$ cat config.mk
export PLATFORM = sky130hd
export DESIGN_NAME = sync_serial_spi_port
export DESIGN_NICKNAME = d
export VERILOG_FILES = /design/src/design/spi_port_pkg.sv /design/src/design/sync_serial_spi_port.sv
export SDC_FILE = /design/constraint.sdc
export NUM_CORES = 1
export LEC_CHECK = 0
export ABC_AREA = 1
export ABC_CLOCK_PERIOD_IN_PS = 2900
export BUFFER_PORTS_ARGS = -buffer_cell sky130_fd_sc_hd__buf_4
export CAP_MARGIN = 15
export CORE_ASPECT_RATIO = 0.8
export CORE_MARGIN = 8
export CORE_UTILIZATION = 40
export DETAILED_ROUTE_END_ITERATION = 6
export PLACE_DENSITY = 0.74
export SETUP_SLACK_MARGIN = 0.5
export SLEW_MARGIN = 10
export SYNTH_ARGS = -nofsm -noshare
export SYNTH_HDL_FRONTEND = slang
export SYNTH_SLANG_ARGS = --single-unit
$ cat constraint.sdc
create_clock -name clk -period 2.9 [get_ports clk]
set_input_delay 0.435 -clock clk [delete_from_list [all_inputs] [get_ports clk]]
set_output_delay 0.435 -clock clk [all_outputs]
set_load 0.01 [all_outputs]
$ cat src/design/spi_port_pkg.sv
// constants, register map and field layout of the serial peripheral port
package spi_port_pkg;
	localparam int unsigned ADDR_W = 12;
	localparam int unsigned DATA_W = 32;
	// printed register indexes; byte address is four times the index
	localparam logic [7:0] IDX_FLAGS  = 8'h0C;
	localparam logic [7:0] IDX_BUF    = 8'h13;
	localparam logic [7:0] IDX_CTRL   = 8'h14;
	localparam logic [7:0] IDX_PINCTL = 8'h15;
	localparam logic [7:0] IDX_ENAB   = 8'h8C;
	localparam logic [7:0] IDX_STAT   = 8'h94;
	localparam logic [ADDR_W-1:0] ADR_FLAGS  = {2'h0, IDX_FLAGS, 2'h0};
	localparam logic [ADDR_W-1:0] ADR_BUF    = {2'h0, IDX_BUF, 2'h0};
	localparam logic [ADDR_W-1:0] ADR_CTRL   = {2'h0, IDX_CTRL, 2'h0};
	localparam logic [ADDR_W-1:0] ADR_PINCTL = {2'h0, IDX_PINCTL, 2'h0};
	localparam logic [ADDR_W-1:0] ADR_ENAB   = {2'h0, IDX_ENAB, 2'h0};
	localparam logic [ADDR_W-1:0] ADR_STAT   = {2'h0, IDX_STAT, 2'h0};
	// field positions
	localparam int unsigned PIF_BIT     = 3;
	localparam int unsigned PIE_BIT     = 3;
	localparam int unsigned WRITE_COLLISION_FLAG_BIT    = 7;
	localparam int unsigned OV_BIT      = 6;
	localparam int unsigned EN_BIT      = 5;
	localparam int unsigned CKP_BIT     = 4;
	localparam int unsigned MODE_MSB    = 3;
	localparam int unsigned CFG_MSB     = 5;
	localparam int unsigned SMP_BIT     = 7;
	localparam int unsigned CKE_BIT     = 6;
	localparam int unsigned BF_BIT      = 0;
	localparam int unsigned SDO_DIS_BIT = 0;
	// reset values
	localparam logic [5:0] CFG_RST = 6'h00;
	localparam logic [7:0] BYTE_ZERO = 8'h00;
	// mode field codes
	localparam logic [3:0] MODE_DIV4     = 4'h0;
	localparam logic [3:0] MODE_DIV16    = 4'h1;
	localparam logic [3:0] MODE_DIV64    = 4'h2;
	localparam logic [3:0] MODE_TMR2     = 4'h3;
	localparam logic [3:0] MODE_SLAVE_SS = 4'h4;
	localparam logic [3:0] MODE_SLAVE    = 4'h5;
	// half bit periods in clk cycles, minus one
	localparam logic [5:0] HALF_DIV4_M1  = 6'h01;
	localparam logic [5:0] HALF_DIV16_M1 = 6'h07;
	localparam logic [5:0] HALF_DIV64_M1 = 6'h1F;
	// half-tick indexes of a master byte
	localparam logic [4:0] TICK_FIRST     = 5'h00;
	localparam logic [4:0] TICK_LAST      = 5'h0F;
	localparam logic [4:0] TICK_LAST_LATE = 5'h10;
	localparam logic [3:0] BIT_LAST       = 4'h7;
	// bus responses
	localparam logic [1:0] RESP_OKAY   = 2'h0;
	localparam logic [1:0] RESP_SLVERR = 2'h2;
	typedef enum logic [1:0] {
		ST_IDLE  = 2'b01,
		ST_SHIFT = 2'b10
	} xfer_state_type;
endpackage

$ cat src/design/sync_serial_spi_port.sv
// byte-wide spi master/slave port with an axi4-lite register slave
`timescale 1ns/1ps
// Operation
// - each byte transfer shifts eight bits out and eight in together
// - all four clock polarity and output edge combinations work
// - master drives serial clock at set rate; slave takes it as input
// - mode, polarity, phase, edge and rate come from control and status
// - port runs only while enabled; clearing enable resets the engine
// - master buffer write starts shifting at once
// - with data out disabled, bytes still arrive and set flags
// - serial clock idles at the clock polarity bit
// - bytes move most significant bit first
// - master rate is clock over four, sixteen, sixty-four or timer tick over two
// - with edge bit set, first output bit is valid before first edge
// - in master mode, sample bit picks middle or end of output bit time
// - slave shifts on external clock; last bit sets interrupt flag
// - slave works in sleep and a received byte wakes the device
// - in select-pin slave mode, select high resets the shifter
// - transfer buffer keeps its contents through reset
module sync_serial_spi_port (
	// clock and reset
	input  wire logic        clk,
	input  wire logic        rst,
	// axi4-lite write
	input  wire logic [11:0] awaddr,
	input  wire logic        awvalid,
	output logic             awready,
	input  wire logic [31:0] wdata,
	input  wire logic [3:0]  wstrb,
	input  wire logic        wvalid,
	output logic             wready,
	output logic [1:0]       bresp,
	output logic             bvalid,
	input  wire logic        bready,
	// axi4-lite read
	input  wire logic [11:0] araddr,
	input  wire logic        arvalid,
	output logic             arready,
	output logic [31:0]      rdata,
	output logic [1:0]       rresp,
	output logic             rvalid,
	input  wire logic        rready,
	// serial pins
	input  wire logic        sck_in,
	output logic             sck_out,
	output logic             sck_oe_n,
	input  wire logic        serial_data_in_pin,
	output logic             sdo_out,
	output logic             sdo_oe_n,
	input  wire logic        ss_n,
	// system
	input  wire logic        timer2_tick,
	input  wire logic        sleep_mode,
	output logic             wake_request,
	output logic             irq
);
	spi_port_pkg::xfer_state_type state;
	logic [5:0]  cfg;
	logic        write_collision_flag;
	logic        rx_ov;
	logic        input_sample_phase_bit;
	logic        cke;
	logic        buf_full;
	logic        pif;
	logic        pie;
	logic        sdo_dis;
	logic [7:0]  xfer_buf;
	logic [7:0]  tx_sr;
	logic [7:0]  rx_sr;
	logic [4:0]  tick_idx;
	logic [5:0]  div_cnt;
	logic [3:0]  bit_cnt;
	logic [1:0]  m_sample_d;
	logic [1:0]  m_done_d;
	logic        sck_s1;
	logic        sck_s2;
	logic        sck_s3;
	logic        sdi_s1;
	logic        sdi_s2;
	logic        ss_s1;
	logic        ss_s2;
	logic        aw_hold;
	logic        w_hold;
	logic [11:0] aw_addr_h;
	logic [7:0]  w_byte_h;
	logic        w_strb_h;
	logic        next_bvalid;
	logic        next_aw_hold;
	logic        next_w_hold;
	logic        next_rvalid;
	logic        next_sck;
	logic [7:0]  rd_word;

	// configuration decode
	wire       en        = cfg[spi_port_pkg::EN_BIT];
	wire       clock_polarity_bit       = cfg[spi_port_pkg::CKP_BIT];
	wire [3:0] mode      = cfg[spi_port_pkg::MODE_MSB:0];
	wire       is_master = en && (mode <= spi_port_pkg::MODE_TMR2);
	wire       is_slave  = en && (mode == spi_port_pkg::MODE_SLAVE_SS ||
	                              mode == spi_port_pkg::MODE_SLAVE);
	wire       ss_mode   = mode == spi_port_pkg::MODE_SLAVE_SS;
	wire       ss_active = !ss_mode || !ss_s2;
	wire       slave_rst = is_slave && ss_mode && ss_s2;
	wire       slave_on  = is_slave && ss_active;
	wire       late      = input_sample_phase_bit && !cke;

	// bus decode
	wire wr_go   = aw_hold && w_hold && !bvalid;
	wire wen     = wr_go && w_strb_h;
	wire rd_go   = arvalid && arready;
	wire wr_map  = aw_addr_h == spi_port_pkg::ADR_FLAGS ||
	               aw_addr_h == spi_port_pkg::ADR_BUF ||
	               aw_addr_h == spi_port_pkg::ADR_CTRL ||
	               aw_addr_h == spi_port_pkg::ADR_PINCTL ||
	               aw_addr_h == spi_port_pkg::ADR_ENAB ||
	               aw_addr_h == spi_port_pkg::ADR_STAT;
	wire rd_map  = araddr == spi_port_pkg::ADR_FLAGS ||
	               araddr == spi_port_pkg::ADR_BUF ||
	               araddr == spi_port_pkg::ADR_CTRL ||
	               araddr == spi_port_pkg::ADR_PINCTL ||
	               araddr == spi_port_pkg::ADR_ENAB ||
	               araddr == spi_port_pkg::ADR_STAT;
	wire wr_flags  = wen && aw_addr_h == spi_port_pkg::ADR_FLAGS;
	wire wr_buf    = wen && aw_addr_h == spi_port_pkg::ADR_BUF;
	wire wr_ctrl   = wen && aw_addr_h == spi_port_pkg::ADR_CTRL;
	wire wr_pinctl = wen && aw_addr_h == spi_port_pkg::ADR_PINCTL;
	wire wr_enab   = wen && aw_addr_h == spi_port_pkg::ADR_ENAB;
	wire wr_stat   = wen && aw_addr_h == spi_port_pkg::ADR_STAT;
	wire buf_rd    = rd_go && araddr == spi_port_pkg::ADR_BUF;

	// transfer engine decode
	wire xfer_busy  = state == spi_port_pkg::ST_SHIFT || bit_cnt != 4'h0 ||
	                  m_done_d != 2'h0;
	wire buf_take   = wr_buf && !xfer_busy && en;
	wire collide    = wr_buf && xfer_busy;
	wire start      = buf_take && is_master;
	wire [5:0] half_m1 =
		(mode == spi_port_pkg::MODE_DIV16) ? spi_port_pkg::HALF_DIV16_M1 :
		(mode == spi_port_pkg::MODE_DIV64) ? spi_port_pkg::HALF_DIV64_M1 :
		spi_port_pkg::HALF_DIV4_M1;
	wire rate_tick  = (mode == spi_port_pkg::MODE_TMR2) ? timer2_tick :
	                  div_cnt == half_m1;
	wire half_tick  = is_master && state == spi_port_pkg::ST_SHIFT &&
	                  rate_tick;
	wire [4:0] tick_last = late ? spi_port_pkg::TICK_LAST_LATE :
	                       spi_port_pkg::TICK_LAST;
	wire m_out    = half_tick && (tick_idx[0] == cke) &&
	                tick_idx != spi_port_pkg::TICK_LAST_LATE;
	wire m_sample = half_tick && (tick_idx[0] == (!cke ^ input_sample_phase_bit)) &&
	                !(late && tick_idx == spi_port_pkg::TICK_FIRST);
	wire m_toggle = half_tick && tick_idx <= spi_port_pkg::TICK_LAST;
	wire m_done   = half_tick && tick_idx == tick_last;
	wire sck_edge = sck_s2 ^ sck_s3;
	wire s_lead   = slave_on && sck_edge && (sck_s2 != clock_polarity_bit);
	wire s_trail  = slave_on && sck_edge && (sck_s2 == clock_polarity_bit);
	wire s_out    = cke ? s_trail : s_lead;
	wire s_sample = cke ? s_lead : s_trail;
	wire shift_out = m_out || s_out;
	wire sample_now = m_sample_d[1] || s_sample;
	wire s_done   = s_sample && bit_cnt == spi_port_pkg::BIT_LAST;
	wire xfer_done = m_done_d[1] || s_done;
	wire [7:0] rx_next  = {rx_sr[6:0], sdi_s2};
	wire [7:0] captured = sample_now ? rx_next : rx_sr;
	wire load_ok  = !buf_full || buf_rd;
	wire ov_set   = xfer_done && !load_ok;

	// pin synchronisers; the second stage feeds logic, and the clock's third stage marks its edges
	always_ff @(posedge clk or posedge rst) begin
		if (rst) begin
			sck_s1 <= 1'b0;
			sck_s2 <= 1'b0;
			sck_s3 <= 1'b0;
			sdi_s1 <= 1'b0;
			sdi_s2 <= 1'b0;
			ss_s1  <= 1'b1;
			ss_s2  <= 1'b1;
		end else begin
			sck_s1 <= sck_in;
			sck_s2 <= sck_s1;
			sck_s3 <= sck_s2;
			sdi_s1 <= serial_data_in_pin;
			sdi_s2 <= sdi_s1;
			ss_s1  <= ss_n;
			ss_s2  <= ss_s1;
		end
	end

	// master sequencer: sixteen clock edges per byte
	always_ff @(posedge clk or posedge rst) begin
		if (rst) begin
			state    <= spi_port_pkg::ST_IDLE;
			tick_idx <= spi_port_pkg::TICK_FIRST;
			div_cnt  <= 6'h00;
		end else if (!is_master) begin
			state    <= spi_port_pkg::ST_IDLE;
			tick_idx <= spi_port_pkg::TICK_FIRST;
			div_cnt  <= 6'h00;
		end else if (start) begin
			state    <= spi_port_pkg::ST_SHIFT;
			tick_idx <= spi_port_pkg::TICK_FIRST;
			div_cnt  <= 6'h00;
		end else if (state == spi_port_pkg::ST_SHIFT) begin
			div_cnt <= rate_tick ? 6'h00 : div_cnt + 6'h01;
			if (m_done)
				state <= spi_port_pkg::ST_IDLE;
			if (half_tick)
				tick_idx <= tick_idx + 5'h01;
		end
	end

	// data in lags our own clock edge by the synchroniser, so master
	// sampling and byte end are taken two cycles after the edge
	always_ff @(posedge clk or posedge rst) begin
		if (rst) begin
			m_sample_d <= 2'h0;
			m_done_d   <= 2'h0;
		end else if (!is_master) begin
			m_sample_d <= 2'h0;
			m_done_d   <= 2'h0;
		end else begin
			m_sample_d <= {m_sample_d[0], m_sample};
			m_done_d   <= {m_done_d[0], m_done};
		end
	end

	// serial clock drive; idles at the polarity bit
	always_comb begin
		next_sck = clock_polarity_bit;
		if (state == spi_port_pkg::ST_SHIFT)
			next_sck = m_toggle ? !sck_out : sck_out;
	end

	always_ff @(posedge clk or posedge rst) begin
		if (rst) begin
			sck_out  <= 1'b0;
			sck_oe_n <= 1'b1;
			sdo_oe_n <= 1'b1;
		end else begin
			sck_out  <= next_sck;
			sck_oe_n <= !is_master;
			// released when deselected so several slaves can share data out
			sdo_oe_n <= !((is_master || slave_on) && !sdo_dis);
		end
	end

	// shift registers, msb first in both directions
	always_ff @(posedge clk or posedge rst) begin
		if (rst) begin
			tx_sr   <= spi_port_pkg::BYTE_ZERO;
			rx_sr   <= spi_port_pkg::BYTE_ZERO;
			sdo_out <= 1'b0;
			bit_cnt <= 4'h0;
		end else begin
			if (buf_take) begin
				if (cke) begin
					sdo_out <= wdata_bit7(w_byte_h);
					tx_sr   <= {w_byte_h[6:0], 1'b0};
				end else begin
					tx_sr <= w_byte_h;
				end
			end else if (shift_out) begin
				sdo_out <= tx_sr[7];
				tx_sr   <= {tx_sr[6:0], 1'b0};
			end
			if (sample_now)
				rx_sr <= rx_next;
			if (!is_slave || slave_rst || s_done)
				bit_cnt <= 4'h0;
			else if (s_sample)
				bit_cnt <= bit_cnt + 4'h1;
		end
	end

	function automatic logic wdata_bit7(input logic [7:0] b);
		wdata_bit7 = b[7];
	endfunction

	// transfer buffer has no reset so it survives a device reset
	always_ff @(posedge clk) begin
		if (buf_take)
			xfer_buf <= w_byte_h;
		else if (xfer_done && load_ok)
			xfer_buf <= captured;
	end

	// configuration and flags; hardware set wins over software clear
	always_ff @(posedge clk or posedge rst) begin
		if (rst) begin
			cfg      <= spi_port_pkg::CFG_RST;
			input_sample_phase_bit      <= 1'b0;
			cke      <= 1'b0;
			sdo_dis  <= 1'b0;
			pie      <= 1'b0;
			write_collision_flag     <= 1'b0;
			rx_ov    <= 1'b0;
			buf_full <= 1'b0;
			pif      <= 1'b0;
		end else begin
			if (wr_ctrl)
				cfg <= w_byte_h[spi_port_pkg::CFG_MSB:0];
			if (wr_stat) begin
				input_sample_phase_bit <= w_byte_h[spi_port_pkg::SMP_BIT];
				cke <= w_byte_h[spi_port_pkg::CKE_BIT];
			end
			if (wr_pinctl)
				sdo_dis <= w_byte_h[spi_port_pkg::SDO_DIS_BIT];
			if (wr_enab)
				pie <= w_byte_h[spi_port_pkg::PIE_BIT];
			write_collision_flag <= collide || (wr_ctrl ?
				w_byte_h[spi_port_pkg::WRITE_COLLISION_FLAG_BIT] : write_collision_flag);
			rx_ov <= ov_set ||
				(wr_ctrl ? w_byte_h[spi_port_pkg::OV_BIT] : rx_ov);
			buf_full <= (xfer_done && load_ok) ||
				(buf_full && !buf_rd);
			pif <= xfer_done || (pif && !(wr_flags &&
				w_byte_h[spi_port_pkg::PIF_BIT]));
		end
	end

	// interrupt and wake
	always_ff @(posedge clk or posedge rst) begin
		if (rst) begin
			irq          <= 1'b0;
			wake_request <= 1'b0;
		end else begin
			irq <= (xfer_done || (pif && !(wr_flags &&
				w_byte_h[spi_port_pkg::PIF_BIT]))) && pie;
			wake_request <= (xfer_done && sleep_mode) ||
				(wake_request && sleep_mode);
		end
	end

	// read word select
	always_comb begin
		rd_word = spi_port_pkg::BYTE_ZERO;
		if (araddr == spi_port_pkg::ADR_FLAGS)
			rd_word[spi_port_pkg::PIF_BIT] = pif;
		if (araddr == spi_port_pkg::ADR_ENAB)
			rd_word[spi_port_pkg::PIE_BIT] = pie;
		if (araddr == spi_port_pkg::ADR_BUF)
			rd_word = xfer_buf;
		if (araddr == spi_port_pkg::ADR_CTRL)
			rd_word = {write_collision_flag, rx_ov, cfg};
		if (araddr == spi_port_pkg::ADR_PINCTL)
			rd_word[spi_port_pkg::SDO_DIS_BIT] = sdo_dis;
		if (araddr == spi_port_pkg::ADR_STAT) begin
			rd_word[spi_port_pkg::SMP_BIT] = input_sample_phase_bit;
			rd_word[spi_port_pkg::CKE_BIT] = cke;
			rd_word[spi_port_pkg::BF_BIT]  = buf_full;
		end
	end

	// axi4-lite handshakes; address and data may come in either order
	assign next_aw_hold = (aw_hold && !wr_go) || (awvalid && awready);
	assign next_w_hold  = (w_hold && !wr_go) || (wvalid && wready);
	assign next_bvalid  = wr_go || (bvalid && !bready);
	assign next_rvalid  = rd_go || (rvalid && !rready);

	always_ff @(posedge clk or posedge rst) begin
		if (rst) begin
			aw_hold   <= 1'b0;
			w_hold    <= 1'b0;
			aw_addr_h <= 12'h000;
			w_byte_h  <= spi_port_pkg::BYTE_ZERO;
			w_strb_h  <= 1'b0;
			awready   <= 1'b0;
			wready    <= 1'b0;
			bvalid    <= 1'b0;
			bresp     <= spi_port_pkg::RESP_OKAY;
		end else begin
			aw_hold <= next_aw_hold;
			w_hold  <= next_w_hold;
			awready <= !next_aw_hold && !next_bvalid;
			wready  <= !next_w_hold && !next_bvalid;
			bvalid  <= next_bvalid;
			if (awvalid && awready)
				aw_addr_h <= awaddr;
			if (wvalid && wready) begin
				w_byte_h <= wdata[7:0];
				w_strb_h <= wstrb[0];
			end
			if (wr_go)
				bresp <= wr_map ? spi_port_pkg::RESP_OKAY :
					spi_port_pkg::RESP_SLVERR;
		end
	end

	always_ff @(posedge clk or posedge rst) begin
		if (rst) begin
			arready <= 1'b0;
			rvalid  <= 1'b0;
			rdata   <= 32'h00000000;
			rresp   <= spi_port_pkg::RESP_OKAY;
		end else begin
			arready <= !next_rvalid;
			rvalid  <= next_rvalid;
			if (rd_go) begin
				rdata <= {24'h000000, rd_word};
				rresp <= rd_map ? spi_port_pkg::RESP_OKAY :
					spi_port_pkg::RESP_SLVERR;
			end
		end
	end
endmodule

Word-level counts from Yosys, hierarchy flattened
Index checks and enable logic that the tools add are counted.
Operators by class
  bitwise operators: 2
  $add $sub $neg: 3
  $lt $le $gt $ge: 2
  reduce and logical (&&, ||, !) cells: 112
  mux-type cells: 44
  eq/ne operators: 31
Operator list (number)
  equality test 12 x 7 -> 1 bit (second input constant): 6
  two-way mux 8 bit: 8
  logical AND 1 bit: 51
  equality test 12 x 10 -> 1 bit (second input constant): 4
  two-way mux 5 bit: 7
  logical OR 1 bit: 30
  equality test 12 x 6 -> 1 bit (second input constant): 2
  two-way mux 6 bit: 4
  logical NOT 1 bit: 22
  two-way mux 2 bit: 9
  two-way mux 1 bit: 14
  equality test 4 x 3 -> 1 bit (second input constant): 3
  inequality test 3 x 1 -> 1 bit (second input constant): 3
  equality test 4 x 2 -> 1 bit (second input constant): 2
  two-way mux 4 bit: 2
  nonzero test 2 bit: 4
  adder 6 x 1 -> 6 bit (second input constant): 1
  equality test 6 x 5 -> 1 bit: 1
  AND reduction 2 bit: 3
  adder 5 x 1 -> 5 bit (second input constant): 1
  equality test 5 bit: 1
  less-or-equal comparator 5 x 4 -> 1 bit (second input constant): 1
  logical NOT 5 bit: 1
  inequality test 5 bit (second input constant): 1
  other kinds (9): 13
Word-level totals
  input bits: 72
  flip-flop bits (word level): 112
  word-level logic and storage cells: 238

Longest topological paths before layout
  depth in word-level cells: 12
  depth in mapped cells: 14
  mapped depth without buffers: 14

Least setup slack after synthesis
Ideal clock, no wire load.
  path kind: input -> register
  start: input araddr[6]
  end: register xfer_buf[0] (enable)
  setup time: 329 ps
  stages: 8
  arrival: 1490 ps
  setup slack: 1082 ps
  cells stage by stage: inv_1 -> nor2_1 -> nand2_1 -> nor3_2 -> nand3_1 -> o21ai_1 -> nand2_1 -> nand2_1
Between the ends
  word-level cells in the longest chain between the ends: 5
Ends and longest elaborated chain
  start: declaration: line sync_serial_spi_port.sv:36  | input wire logic [11:0] araddr,
  equality test 12 x 7 -> 1 bit: line sync_serial_spi_port.sv:129  | wire buf_rd = rd_go && araddr == spi_port_pkg::ADR_BUF;
  logical AND 1 bit: line sync_serial_spi_port.sv:129
  logical OR 1 bit: line sync_serial_spi_port.sv:164  | wire load_ok = !buf_full || buf_rd;
  logical AND 1 bit: line sync_serial_spi_port.sv:282  | else if (xfer_done && load_ok)
  nonzero test 2 bit (no source line)
  end signal: assignment: line sync_serial_spi_port.sv:281  | xfer_buf <= w_byte_h;
  end signal: assignment: line sync_serial_spi_port.sv:283  | xfer_buf <= captured;
  end: declaration: line sync_serial_spi_port.sv:67  | logic [7:0] xfer_buf;
Every way passes these cells.
A chain may end at the register's enable or synchronous reset.

Worst setup path after layout
  start: register cke
  end: register xfer_buf[2] (enable)
Between the ends
  word-level cells in the longest chain between the ends: 5
Ends and longest elaborated chain
  start: declaration: line sync_serial_spi_port.sv:62  | logic cke;
  start signal: assignment: line sync_serial_spi_port.sv:303  | cke <= w_byte_h[spi_port_pkg::CKE_BIT];
  two-way mux 1 bit: line sync_serial_spi_port.sv:157  | wire s_sample = cke ? s_lead : s_trail;
  logical AND 1 bit: line sync_serial_spi_port.sv:160  | wire s_done = s_sample && bit_cnt == spi_port_pkg::BIT_LAST;
  logical OR 1 bit: line sync_serial_spi_port.sv:161  | wire xfer_done = m_done_d[1] || s_done;
  logical AND 1 bit: line sync_serial_spi_port.sv:282
  nonzero test 2 bit (no source line)
Every way passes these cells.

==> results.ini <==
[global_routing]
grt.overflow.total=0
grt_pass1_wl_um=21000
grt_max_degree=37
grt_pass1_vias=4285
grt_usage_pct=14.4
antenna_found_initial=0

[die]
initial_core_util_pct=41.3
core_mm2=0.0136
num_rows=38
die_y_um=122
io_pins=119
dieArea_mm2=0.0182
die_x_um=149

[power_and_ir_drop]
peakVddDrop_uv=344
power.share.sequential_pct=50.7
switching_share_pct=32.2
p_leak_nw=3.16
p_int_mw=2.61
power_frac_clock_pct=30.7
combPwrFrac_pct=18.6
power_density_mw_per_mm2=590
power.switching_mw=1.24

[critical_path]
crit_start=cke
cp-start-kind=flip-flop
rr_startpoint=cke
end_kind=flip-flop
arrival_ns=2.17
path_class=reg2reg
path_max_fanout=19
worstPathRequired_ns=2.96

[sta]
tns_ns=0
finalCritPeriodShare_pct=72.8
slew_violations=0
hold_violations=0
slew_headroom_pct=49.2
worst_pin_slew_ns=0.760
setup_viol=0
finClkSkew_ns=0.00997
fmax_ghz=0.473
rsz0062_at_grt=false
min_period_ns=2.11

[cts]
clock-sinks=110
clk_pin_slew_worst_paths_ns=0.08
htree_levels=3
clock_latency_ns=0.35
clockBufferDepth=2
cts-buffers-inserted=9
cts_tree=yes
cts_root_buffer=clkbuf_16
cts_resized=0
hold_buffers=0
cts_setup_buffers=0

[yosys]
synth_top_area_share_pct=43.1
synth.distinct_cells=50
yosys.area_share.adder_pct=1.56
synth-compound-area-share_pct=8.02
ys_async_sr_fraction_pct=92.7
ys.flop_type=dfrtp_1
synthMuxAreaShare_pct=0.733
post_synth_main_area_contributors=dfrtp_1 (43%), nand2_1 (13%), inv_1 (4.5%)
ys_seq_area_share_pct=49.7
synth-xor-area-share_pct=1.82
synth_area_per_cell_um2=8.49
yosys_warnings=0
syn_inst=663
synth_top_family_by_area=simple AND/OR/NAND/NOR gates
yosys.area_share.simple_pct=28.4
synth_edf_count=8
syn-cell-area_mm2=0.00563
synth-seq-cells=110
yosysTopAreaCell=dfrtp_1

[status]
run_status=finished, final reports clean

[flow_run]
cap_violations=0

[placed_design]
dp.cells=901
numPortBuffers=65
hpwlAfterDp_um=9680
place_congestion=0.855

[cells_and_area]
drive_gt1_share_pct=19.5
area_growth_pct=15.9
finalNonFillerCells=917
final_common_cell=nand2_1
utilization_pct=47.8
n_antenna_cell=0
layout_common_cells=nand2_1 (196), dfrtp_1 (97), inv_1 (67), buf_4 (67), nor2_1 (44)
layout.nets=811

[drt]
wl_per_cell_um=13.8
drc_errors=0
via_per_inst=4.85
drt-total-wl_um=12600
drt-initial-drc-count=314
first_pass_iters=5
via_count=4448
postRouteAntennaNets=0

[hold_path]
hp-class=in2reg
min_from=serial_data_in_pin

-- flip-flops by register name, indices dropped and copies added, names as in the netlist, 2 cells and up --
register / cells
rdata: 8
m_done_d: 2
div_cnt: 6
aw_addr_h: 12
m_sample_d: 2
state: 2
w_byte_h: 8
rx_sr: 8
tx_sr: 8
tick_idx: 5
bit_cnt: 4
cfg: 6
xfer_buf: 8
-- routing by layer --
layer  wire length [um]  GRT usage [%]  up-vias
met1               6100           20.1     2092
met3                659           3.34       14
met4                137           4.32        0
met5                  0              0        -
li1                   -              -     2230
met2               5730           21.9      112
-- cell families (layout without fill, tap and decap cells) --
| kind of cell | count (synthesis) | in the layout |
|---|---|---|
| simple gates | 338 | 338 |
| buf+inv | 116 | 165 |
| flops | 110 | 110 |
| compound gates | 77 | 77 |
| xor+xnor | 10 | 10 |
| fa+ha+maj | 7 | 7 |
| mux | 4 | 4 |
| other cells | 1 | 26 |
-- through the flow --
stage	hold WS (ns)	total power, mW	cell area, um^2	worst slack, ns
floorplan	0.331	2.42	5730	1.08
detailed placement	0.338	2.69	6250	0.670
global route	0.164	4.07	6530	0.675
finish	0.182	3.85	6530	0.787
global placement	0.335	2.68	6250	0.703
CTS	0.170	3.87	6530	0.803
-- synthesized netlist by cell type (5+ instances only) --
library cell / instances
a21oi_1: 5
a31oi_1: 5
buf_4: 27
dfrtp_1: 97
dfstp_2: 5
edfxtp_1: 8
ha_1: 7
inv_1: 68
inv_2: 11
nand2_1: 196
nand2_2: 5
nand3_1: 39
nand3_2: 5
nand4_1: 13
nor2_1: 44
nor2_2: 5
nor3_1: 11
o21ai_0: 30
o21ai_1: 15
o21ai_2: 8
o22ai_1: 6
xor2_1: 5
-- worst max-delay path: stages (launching register included) --
cell and delay [ns]:
dfrtp_1 0.83, inv_1 0.26, nand4_4 0.20, nand2_4 0.10, nand2_4 0.09, nand2_4 0.07
nand2_1 0.07, nand2_1 0.19
-- worst paths after layout --
kind                          endpoint  slack (ns)  cells after the start
setup / recovery           xfer_buf[2]        0.79                      7
hold / removal                  sdi_s1        0.18                      1
hold reg to reg                 sdi_s2        0.36                      0
min in group asynchronous          irq        0.21                      2
setup reg to reg           xfer_buf[2]        0.79                      7
max in group asynchronous        ss_s2        1.99                      3
-- power groups by stage --
| stage | sequential, mW | combinational [mW] | clock (mW) |
|---|---|---|---|
| 5_1_grt | 1.98 | 0.820 | 1.27 |
| 2_1_floorplan | 1.94 | 0.478 | 0 |
| 3_5_place_dp | 1.98 | 0.717 | 0 |
| 4_1_cts | 1.95 | 0.721 | 1.21 |
| 6_report | 1.95 | 0.717 | 1.18 |
| 3_3_place_gp | 1.97 | 0.706 | 0 |
-- area by class of cell --
class / instances / area (um^2)
Multi-Input combinational cell: 462 / 2380
Fill cell: 1329 / 7120
Clock buffer: 10 / 229
Inverter: 80 / 304
Sequential cell: 110 / 2800
Tap cell: 180 / 225
Clock inverter: 6 / 47.5
Timing Repair Buffer: 69 / 543
(Power assumes the default switching activity.)
